$ cat src/design/sac_pkg.sv
// Shared constants and types for the SAR converter control block
//------------------------------------------------------------------------------
//------------------------------------------------------------------------------
package sac_pkg;

  // Register indices; byte address is four times the index
  localparam logic [7:0] RESULT_IDX   = 8'hd0;
  localparam logic [7:0] CTRL_IDX     = 8'hd1;

  // Control register field positions
  localparam int unsigned IRQ_EN_BIT  = 7;
  localparam int unsigned EOC_BIT     = 6;
  localparam int unsigned START_BIT   = 5;
  localparam int unsigned PWR_BIT     = 4;

  // Reset values
  localparam logic [7:0] CTRL_RESET   = 8'h40;
  localparam logic [7:0] RESULT_RESET = 8'h00;

  // First trial code of the approximation (MSB only)
  localparam logic [7:0] SAR_FIRST    = 8'h80;

  // Conversion timing at a 100 ns clock
  localparam int unsigned CONV_TIME_NS  = 70000;
  localparam int unsigned CLK_PERIOD_NS = 100;
  localparam int unsigned CONV_CYCLES   = CONV_TIME_NS / CLK_PERIOD_NS;
  localparam int unsigned SAR_STEPS     = 8;
  localparam int unsigned STEP_CYCLES   = CONV_CYCLES / SAR_STEPS;
  localparam logic [6:0]  STEP_LAST     = 7'(STEP_CYCLES - 1);

  // Held control bits: software-written enable and power, hardware-set done flag
  typedef struct packed {
    logic irq_en;
    logic eoc;
    logic pwr;
  } sac_ctrl_t;

  localparam sac_ctrl_t CTRL_RESET_S = '{irq_en: CTRL_RESET[IRQ_EN_BIT],
                                         eoc:    CTRL_RESET[EOC_BIT],
                                         pwr:    CTRL_RESET[PWR_BIT]};

endpackage : sac_pkg

$ cat src/design/sac_sync2.sv
// Two-flop synchroniser for the asynchronous comparator level
`timescale 1ns/10ps
`default_nettype none
module sac_sync2 (
  input  wire logic clk_in,
  input  wire logic rst_n_in,
  input  wire logic async_in,
  output logic      sync_out
);

  logic meta_q;

  // First flop feeds only the second
  always_ff @(posedge clk_in or negedge rst_n_in) begin
    if (!rst_n_in) begin
      meta_q   <= 1'b0;
      sync_out <= 1'b0;
    end else begin
      meta_q   <= async_in;
      sync_out <= meta_q;
    end
  end

endmodule : sac_sync2
`default_nettype wire

$ cat src/design/sac_sar_seq.sv
// Successive approximation sequencer: trial code, bit decisions, result
`timescale 1ns/10ps
`default_nettype none
module sac_sar_seq
  import sac_pkg::*;
(
  input  wire logic       clk_in,
  input  wire logic       rst_n_in,
  input  wire logic       start_in,
  input  wire logic       abort_in,
  input  wire logic       step_in,
  input  wire logic       cmp_in,
  output logic [7:0]      trial_out,
  output logic [7:0]      result_out,
  output logic            busy_out,
  output logic            done_out
);

  typedef enum logic [1:0] {
    SEQ_IDLE = 2'b01,
    SEQ_RUN  = 2'b10
  } sac_seq_t;

  sac_seq_t   state_q;
  logic [7:0] mask_q;
  logic [7:0] decided;

  // Keep the trial bit if the input is at or above the trial level
  assign decided  = cmp_in ? trial_out : (trial_out & ~mask_q);
  assign busy_out = (state_q == SEQ_RUN);

  // One bit per step, MSB first; a start restarts from the MSB unless abort is high in the same cycle
  always_ff @(posedge clk_in or negedge rst_n_in) begin
    if (!rst_n_in) begin
      state_q   <= SEQ_IDLE;
      mask_q    <= SAR_FIRST;
      trial_out <= 8'h00;
      done_out  <= 1'b0;
    end else begin
      done_out <= 1'b0;
      case (state_q)
        SEQ_IDLE: begin
          if (start_in && !abort_in) begin
            state_q   <= SEQ_RUN;
            mask_q    <= SAR_FIRST;
            trial_out <= SAR_FIRST;
          end
        end
        SEQ_RUN: begin
          if (abort_in) begin
            state_q <= SEQ_IDLE;
          end else if (start_in) begin
            mask_q    <= SAR_FIRST;
            trial_out <= SAR_FIRST;
          end else if (step_in) begin
            mask_q <= mask_q >> 1;
            if (mask_q[0]) begin
              state_q  <= SEQ_IDLE;
              done_out <= 1'b1;
            end else begin
              trial_out <= decided | (mask_q >> 1);
            end
          end
        end
        default: state_q <= SEQ_IDLE;
      endcase
    end
  end

  // Result changes only on the final decision
  always_ff @(posedge clk_in or negedge rst_n_in) begin
    if (!rst_n_in) begin
      result_out <= RESULT_RESET;
    end else if (busy_out && !abort_in && !start_in && step_in && mask_q[0]) begin
      result_out <= decided;
    end
  end

  a_result_stable: assert property (
    @(posedge clk_in) disable iff (!rst_n_in)
    !(busy_out && step_in && mask_q[0]) |=> $stable(result_out))
    else $error("result changed outside conversion completion");

  a_msb_first: assert property (
    @(posedge clk_in) disable iff (!rst_n_in)
    (busy_out && step_in && !start_in && !abort_in && !mask_q[0])
      |=> mask_q == $past(mask_q) >> 1)
    else $error("trial bit did not advance toward lsb");

endmodule : sac_sar_seq
`default_nettype wire

$ cat src/design/sac_top.sv
// Converter control top: Wishbone registers, step timing, power and wake logic
`timescale 1ns/10ps
`default_nettype none
module sac_top
  import sac_pkg::*;
(
  input  wire logic        CLOCK_IN,
  input  wire logic        RST_N_IN,
  // Wishbone classic slave
  input  wire logic        WB_CYC_IN,
  input  wire logic        WB_STB_IN,
  input  wire logic        WB_WE_IN,
  input  wire logic [31:0] WB_ADR_IN,
  input  wire logic [3:0]  WB_SEL_IN,
  input  wire logic [31:0] WB_DAT_IN,
  output logic [31:0]      WB_DAT_OUT,
  output logic             WB_ACK_OUT,
  // Analog side
  input  wire logic        CMP_IN,
  output logic [7:0]       DAC_CODE_OUT,
  output logic             CONV_POWER_OUT,
  // Core power modes and interrupt
  input  wire logic        WAIT_MODE_IN,
  input  wire logic        STOP_MODE_IN,
  output logic             IRQ_OUT,
  output logic             WAKE_OUT
);

  //----------------------------------------------------------------------------
  // Address decode
  //----------------------------------------------------------------------------

  // Byte address of a register index, one aligned word each
  function automatic logic hits(input logic [31:0] adr, input logic [7:0] idx);
    hits = (adr == {22'h000000, idx, 2'b00});
  endfunction : hits

  logic       ack_q;
  logic       bus_req;
  logic       bus_do;
  logic       wr_ctrl;
  logic       start_wr;
  logic       sel_ctrl;
  logic       sel_result;

  // A write is taken at the edge where ack is high, and only then
  assign bus_req    = WB_CYC_IN && WB_STB_IN;
  assign bus_do     = bus_req && ack_q;
  assign sel_ctrl   = hits(WB_ADR_IN, CTRL_IDX);
  assign sel_result = hits(WB_ADR_IN, RESULT_IDX);
  assign wr_ctrl    = bus_do && WB_WE_IN && WB_SEL_IN[0] && sel_ctrl;
  assign start_wr   = wr_ctrl && WB_DAT_IN[START_BIT];
  assign WB_ACK_OUT = ack_q;

  //----------------------------------------------------------------------------
  // Bus handshake
  //----------------------------------------------------------------------------

  // One wait state, then ack for one cycle; unmapped addresses ack too
  always_ff @(posedge CLOCK_IN or negedge RST_N_IN) begin
    if (!RST_N_IN) begin
      ack_q <= 1'b0;
    end else begin
      ack_q <= bus_req && !ack_q;
    end
  end

  //----------------------------------------------------------------------------
  // Control register
  //----------------------------------------------------------------------------

  sac_ctrl_t  ctrl_q;
  logic       conv_en;
  logic       abort;
  logic       seq_busy;
  logic       seq_done;
  logic [7:0] result;

  // Converter runs only while powered and the core is not stopped
  assign conv_en = ctrl_q.pwr && !STOP_MODE_IN;
  assign abort   = !conv_en;

  // Software-writable enable and power bits
  always_ff @(posedge CLOCK_IN or negedge RST_N_IN) begin
    if (!RST_N_IN) begin
      ctrl_q.irq_en <= CTRL_RESET_S.irq_en;
      ctrl_q.pwr    <= CTRL_RESET_S.pwr;
    end else if (wr_ctrl) begin
      ctrl_q.irq_en <= WB_DAT_IN[IRQ_EN_BIT];
      ctrl_q.pwr    <= WB_DAT_IN[PWR_BIT];
    end
  end

  // Done flag: a start clears it and beats a completion in the same cycle,
  // because that start begins a new conversion after the finished one
  always_ff @(posedge CLOCK_IN or negedge RST_N_IN) begin
    if (!RST_N_IN) begin
      ctrl_q.eoc <= CTRL_RESET_S.eoc;
    end else if (start_wr) begin
      ctrl_q.eoc <= 1'b0;
    end else if (seq_done) begin
      ctrl_q.eoc <= 1'b1;
    end
  end

  //----------------------------------------------------------------------------
  // Read data
  //----------------------------------------------------------------------------

  logic [7:0] rd_byte;

  // Start bit and reserved low bits always read as zero
  always_comb begin
    rd_byte = 8'h00;
    if (sel_ctrl) begin
      rd_byte[IRQ_EN_BIT] = ctrl_q.irq_en;
      rd_byte[EOC_BIT]    = ctrl_q.eoc;
      rd_byte[START_BIT]  = 1'b0;
      rd_byte[PWR_BIT]    = ctrl_q.pwr;
    end else if (sel_result) begin
      rd_byte = result;
    end
  end

  // Data captured with the request so it stands while ack is high
  always_ff @(posedge CLOCK_IN or negedge RST_N_IN) begin
    if (!RST_N_IN) begin
      WB_DAT_OUT <= 32'h00000000;
    end else if (bus_req && !ack_q && !WB_WE_IN) begin
      WB_DAT_OUT <= {24'h000000, rd_byte};
    end else if (!bus_req) begin
      WB_DAT_OUT <= 32'h00000000;
    end
  end

  //----------------------------------------------------------------------------
  // Step timing
  //----------------------------------------------------------------------------

  logic [6:0] step_cnt_q;
  logic       step_en;

  // Each bit gets a full settle period; a start realigns the divider so a
  // restarted conversion never inherits a short first step
  assign step_en = seq_busy && (step_cnt_q == STEP_LAST);

  always_ff @(posedge CLOCK_IN or negedge RST_N_IN) begin
    if (!RST_N_IN) begin
      step_cnt_q <= 7'h00;
    end else if (start_wr || !seq_busy || step_en) begin
      step_cnt_q <= 7'h00;
    end else begin
      step_cnt_q <= step_cnt_q + 7'h01;
    end
  end

  //----------------------------------------------------------------------------
  // Comparator and sequencer
  //----------------------------------------------------------------------------

  logic cmp_sync;

  // Comparator is analog and asynchronous to the clock
  sac_sync2 u_cmp_sync (
    .clk_in   (CLOCK_IN),
    .rst_n_in (RST_N_IN),
    .async_in (CMP_IN),
    .sync_out (cmp_sync)
  );

  // One start write gives one conversion
  sac_sar_seq u_seq (
    .clk_in     (CLOCK_IN),
    .rst_n_in   (RST_N_IN),
    .start_in   (start_wr),
    .abort_in   (abort),
    .step_in    (step_en),
    .cmp_in     (cmp_sync),
    .trial_out  (DAC_CODE_OUT),
    .result_out (result),
    .busy_out   (seq_busy),
    .done_out   (seq_done)
  );

  //----------------------------------------------------------------------------
  // Power, interrupt and wake
  //----------------------------------------------------------------------------

  // Wait mode does not touch the converter; stop mode removes power
  assign CONV_POWER_OUT = conv_en;

  // Level request; it stays up until enable is cleared or a new start
  assign IRQ_OUT = ctrl_q.eoc && ctrl_q.irq_en;

  // Wake only out of wait; a stopped core is never woken by the converter
  assign WAKE_OUT = IRQ_OUT && WAIT_MODE_IN && !STOP_MODE_IN;

  //----------------------------------------------------------------------------
  // Checks
  //----------------------------------------------------------------------------

  a_start_clears_eoc: assert property (
    @(posedge CLOCK_IN) disable iff (!RST_N_IN)
    start_wr |=> !ctrl_q.eoc && (seq_busy || !conv_en))
    else $error("start did not clear done flag or begin conversion");

  a_done_sets_eoc: assert property (
    @(posedge CLOCK_IN) disable iff (!RST_N_IN)
    (seq_done && !start_wr) |=> ctrl_q.eoc)
    else $error("completion did not set done flag");

  a_irq_on_eoc: assert property (
    @(posedge CLOCK_IN) disable iff (!RST_N_IN)
    (seq_done && !start_wr && !wr_ctrl && ctrl_q.irq_en) |=> IRQ_OUT)
    else $error("no interrupt request on done with enable set");

  a_restart_msb: assert property (
    @(posedge CLOCK_IN) disable iff (!RST_N_IN)
    (start_wr && seq_busy && conv_en) |=> seq_busy && DAC_CODE_OUT == SAR_FIRST)
    else $error("start during conversion did not restart from msb");

  a_start_reads_zero: assert property (
    @(posedge CLOCK_IN) disable iff (!RST_N_IN)
    (ack_q && !WB_WE_IN && sel_ctrl) |-> !WB_DAT_OUT[START_BIT])
    else $error("start bit read back as one");

  a_single_shot: assert property (
    @(posedge CLOCK_IN) disable iff (!RST_N_IN)
    (seq_done && !start_wr) |-> !seq_busy ##1 (!seq_busy || $past(start_wr)))
    else $error("conversion restarted without a start write");

  a_eoc_sticky: assert property (
    @(posedge CLOCK_IN) disable iff (!RST_N_IN)
    (ctrl_q.eoc && !start_wr) |=> ctrl_q.eoc)
    else $error("done flag cleared without a start");

  a_power_off_idle: assert property (
    @(posedge CLOCK_IN) disable iff (!RST_N_IN)
    !conv_en |=> !seq_busy)
    else $error("sequencer kept running while converter off");

  a_stop_no_wake: assert property (
    @(posedge CLOCK_IN) disable iff (!RST_N_IN)
    STOP_MODE_IN |-> !WAKE_OUT && !CONV_POWER_OUT)
    else $error("converter active or wake raised in stop mode");

  a_wait_wakes: assert property (
    @(posedge CLOCK_IN) disable iff (!RST_N_IN)
    (WAIT_MODE_IN && !STOP_MODE_IN && IRQ_OUT) |-> WAKE_OUT)
    else $error("done interrupt did not wake from wait");

  a_step_period: assert property (
    @(posedge CLOCK_IN) disable iff (!RST_N_IN)
    step_en |=> !step_en)
    else $error("step pulses closer than the settle period");

endmodule : sac_top
`default_nettype wire

$ cat config.mk
export PLATFORM = sky130hd
export DESIGN_NAME = sac_top
export DESIGN_NICKNAME = d
export VERILOG_FILES = /design/src/design/sac_pkg.sv /design/src/design/sac_sync2.sv /design/src/design/sac_sar_seq.sv /design/src/design/sac_top.sv
export SDC_FILE = /design/constraint.sdc
export NUM_CORES = 1
export LEC_CHECK = 0
export ABC_AREA = 1
export BUFFER_PORTS_ARGS = -buffer_cell sky130_fd_sc_hd__buf_2
export CORE_MARGIN = 4
export CORE_UTILIZATION = 44
export CTS_BUF_LIST = sky130_fd_sc_hd__clkbuf_4 sky130_fd_sc_hd__clkbuf_8
export DETAILED_ROUTE_END_ITERATION = 10
export GPL_ROUTABILITY_DRIVEN = 1
export PLACE_DENSITY = 0.75
export REMOVE_ABC_BUFFERS = 1
export SLEW_MARGIN = 20
export SYNTH_ARGS = -nofsm -noshare
export SYNTH_HDL_FRONTEND = slang
export SYNTH_SLANG_ARGS = --single-unit
export TNS_END_PERCENT = 1
$ cat constraint.sdc
create_clock -name CLOCK_IN -period 1.58 [get_ports CLOCK_IN]
set_input_delay 0.316 -clock CLOCK_IN [delete_from_list [all_inputs] [get_ports CLOCK_IN]]
set_output_delay 0.316 -clock CLOCK_IN [all_outputs]
set_load 0.01 [all_outputs]
==> flow_summary.toml <==
[grt]
grt_antenna_before_repair = 0
gr-usage-all-layers_pct = 15.4
grt_start_max_net_pins = 33
grt_pass1_vias = 2043
grt-ovfl-total = 0
grt_first_pass_wirelength_mm = 9.02

[min_path]
min_from = "CMP_IN"
holdPathStages = 1
min_to = "u_cmp_sync.meta_q$_DFF_PN0_"
hp-class = "in -> reg"

[setup_path]
cp_top_family = "simple AND/OR/NAND/NOR gates"
critPathRequiredTime_ns = 1.77
path_class = "reg -> reg"
cpPeakStageDelay_ns = 0.39
critical_path_arrival_ns = 1.88
start_kind = "register"
r2r-end = "u_seq.result_out[1]$_DFFE_PN0P_"
cp_slowest_cell = "dfrtp_1"
endpoint_kind = "register"
path_cells = "inv_1 -> ha_1 -> nand2_1 -> nor3_2 -> nand3_1 -> nor2_1 -> nand2_1 -> nor2_4 -> clkinv_4 -> a21oi_1 -> inv_1"
r2r_cells = 11
rrSetupSlack_ns = -0.11
reg2reg_from = "step_cnt_q[0]$_DFF_PN0_"
cp_max_fo = 16
critical_path_buf_inv_count = 3

[timing]
post-route-period-util_pct = 107
fin_crit_ns = 1.69
drv_slew = 0
setup_viol = 24
finClkSkew_ns = 0.00524
hold_viol_final = 0
grt_setup_unrepaired = "yes"
layout_setup_ws_ns = -0.109
max_freq_ghz = 0.592
whs_ns = 0.120
fin_setup_tns_ns = -1.76

[clock_network]
cts_buffers = 5
clkTransAtPathRegs_ns = 0.09
cts-root-buf = "clkbuf_8"
cts_sinks = 48
cts_max_level = 2
cts_buffer_depth = 2
clk_latency_ns = 0.30
cts_tree = "done"

[floorplan]
io-pin-count = 120
rows = 27
dieArea_um2 = 7160
dieWidth_um = 84.6
start_util_pct = 46.1
die_h_um = 84.6
coreArea_um2 = 5610

[place]
place_hpwl_mm = 4.33
dp_slack_ns = -0.260
place_inst = 460
port_buffers = 63
gp_congestion = 0.835

[routing]
routed_wl_mm = 5.43
drt-pass1-iter-count = 4
drt-wirelength-per-cell_um = 11.6
route.antenna.remaining_nets = 0
drt-vias-per-instance = 4.65
vias = 2187
route.detailed.drc = 0
drt_iter0_markers = 104

[yosys]
synth_ff_type = "dfrtp_1"
synth_cells = 307
avgSynthCellArea_um2 = 8.41
ys_seq_area_share_pct = 46.7
synth_area_leaders = "dfrtp_1 (44%), nand2_1 (10%), buf_4 (7.0%), nor2_1 (6.0%), inv_1 (4.5%)"
yosysUniqueCellTypes = 32
synth_edf_count = 0
synthTopCellsByCount = "nand2_1 (71), dfrtp_1 (45), nor2_1 (41), inv_1 (31), buf_4 (24)"
yosys.area.top_type_share_pct = 43.6
synth.ff_latch_count = 48
synthesis.area_um2 = 2580
async_flop_share_pct = 100
synth_area_leader_cell = "dfrtp_1"
synth_warnings = 0
synth_most_common_cell = "nand2_1"

[power_and_ir_drop]
power_switching_uw = 1190
p_per_area_nw_per_um2 = 1120
p_seq_share_pct = 38.7
power_frac_comb_pct = 32.4
clock_power_share_pct = 28.9
p_int_uw = 2440
max-vdd-ir-drop_mv = 0.579
switching_share_pct = 32.7
p_leak_uw = 0.00174

[final_layout]
diodes = 0
layout-drive-gt1-share_pct = 32.7
instances_no_fill = 470
nFillCells = 511
fin_nets = 477
area_growth_pct = 25.6

[run]
drv_cap = 0

[status]
violations = "setup timing"
status = "complete, but fails checks"
-- cell type report --
type | instances | area [um2] | area share, %
inverter | 36 | 141 | 4.36
sequential | 48 | 1200 | 37.1
tap | 72 | 90.1 | 2.78
clock buffer | 5 | 68.8 | 2.12
clock inverter | 3 | 68.8 | 2.12
timing repair buffer | 86 | 507 | 15.6
multi-input combinational | 220 | 1160 | 35.9
-- placed cells by master (no fill, tap or decap), drive strengths merged, types with 15 or more instances in the layout --
master  count
a21oi      16
buf        85
inv        34
dfrtp      45
conb       24
nor2       46
nand2      77
o21ai      19
nand3      15
-- registers in the layout, indices dropped and copies added, names as in the netlist --
name,count
u_seq.mask_q,8
u_seq.result_out,8
WB_ACK_OUT,1
ctrl_q,3
u_seq.trial_out,8
step_cnt_q,7
WB_DAT_OUT,8
u_cmp_sync.sync_out,1
u_seq.done_out,1
u_cmp_sync.meta_q,1
u_seq.state_q,2
-- layer usage --
metal	global-route usage, %	share of wire (%)	up-vias
li1	-	-	1118
met1	17.9	40	984
met2	28.0	49	81
met3	4.42	9.8	4
met4	3.88	1.0	0
met5	0	0	-
-- stage by stage --
| stage | utilization (%) | area (um2) | total power, uW |
|---|---|---|---|
| floorplan | - | 2470 | 2070 |
| global placement | 54.2 | 3040 | 2500 |
| detailed placement | 54.2 | 3040 | 2530 |
| CTS | 57.6 | 3230 | 3650 |
| global route | 57.9 | 3240 | 3860 |
| finish | 57.9 | 3240 | 3630 |
-- power by group through the flow --
stage	clock, uW	combinational (uW)	sequential (uW)
2_1_floorplan	0	635	1430
3_3_place_gp	0	1090	1420
3_5_place_dp	0	1110	1420
4_1_cts	1070	1170	1400
5_1_grt	1120	1320	1420
6_report	1050	1170	1400
-- worst max-delay path by stage --
stage	end	startpoint	depth (start not counted)	slack, ns
5_1_grt	u_seq.result_out[1]$_DFFE_PN0P_	step_cnt_q[0]$_DFF_PN0_	11	-0.30
6_report	u_seq.result_out[1]$_DFFE_PN0P_	step_cnt_q[0]$_DFF_PN0_	11	-0.11
4_1_cts	u_seq.result_out[4]$_DFFE_PN0P_	step_cnt_q[0]$_DFF_PN0_	11	-0.08
3_3_place_gp	u_seq.mask_q[4]$_DFFE_PN0P_	WB_ADR_IN[1]	11	-0.23
3_5_place_dp	u_seq.result_out[4]$_DFFE_PN0P_	step_cnt_q[0]$_DFF_PN0_	11	-0.26
2_1_floorplan	u_seq.result_out[0]$_DFFE_PN0P_	step_cnt_q[0]$_DFF_PN0_	11	-0.06
-- kinds of logic after synthesis --
group,share of synthesized area [%]
compound gates,11.2
other cells,0.145
flops,46.7
mux,0.436
simple gates,25.8
buf+inv,13.2
fa+ha+maj,1.94
xor+xnor,0.678
-- repair_timing --
item / in CTS / in global routing
hold buffers: 1 / 0
buffers inserted: 1 / 0
setup endpoints to repair: 25 / 28
gates resized for setup: 6 / 6
pin swaps: 2 / 0
hold endpoints to repair: 15 / 0
Power figures use the tool's default switching activity.
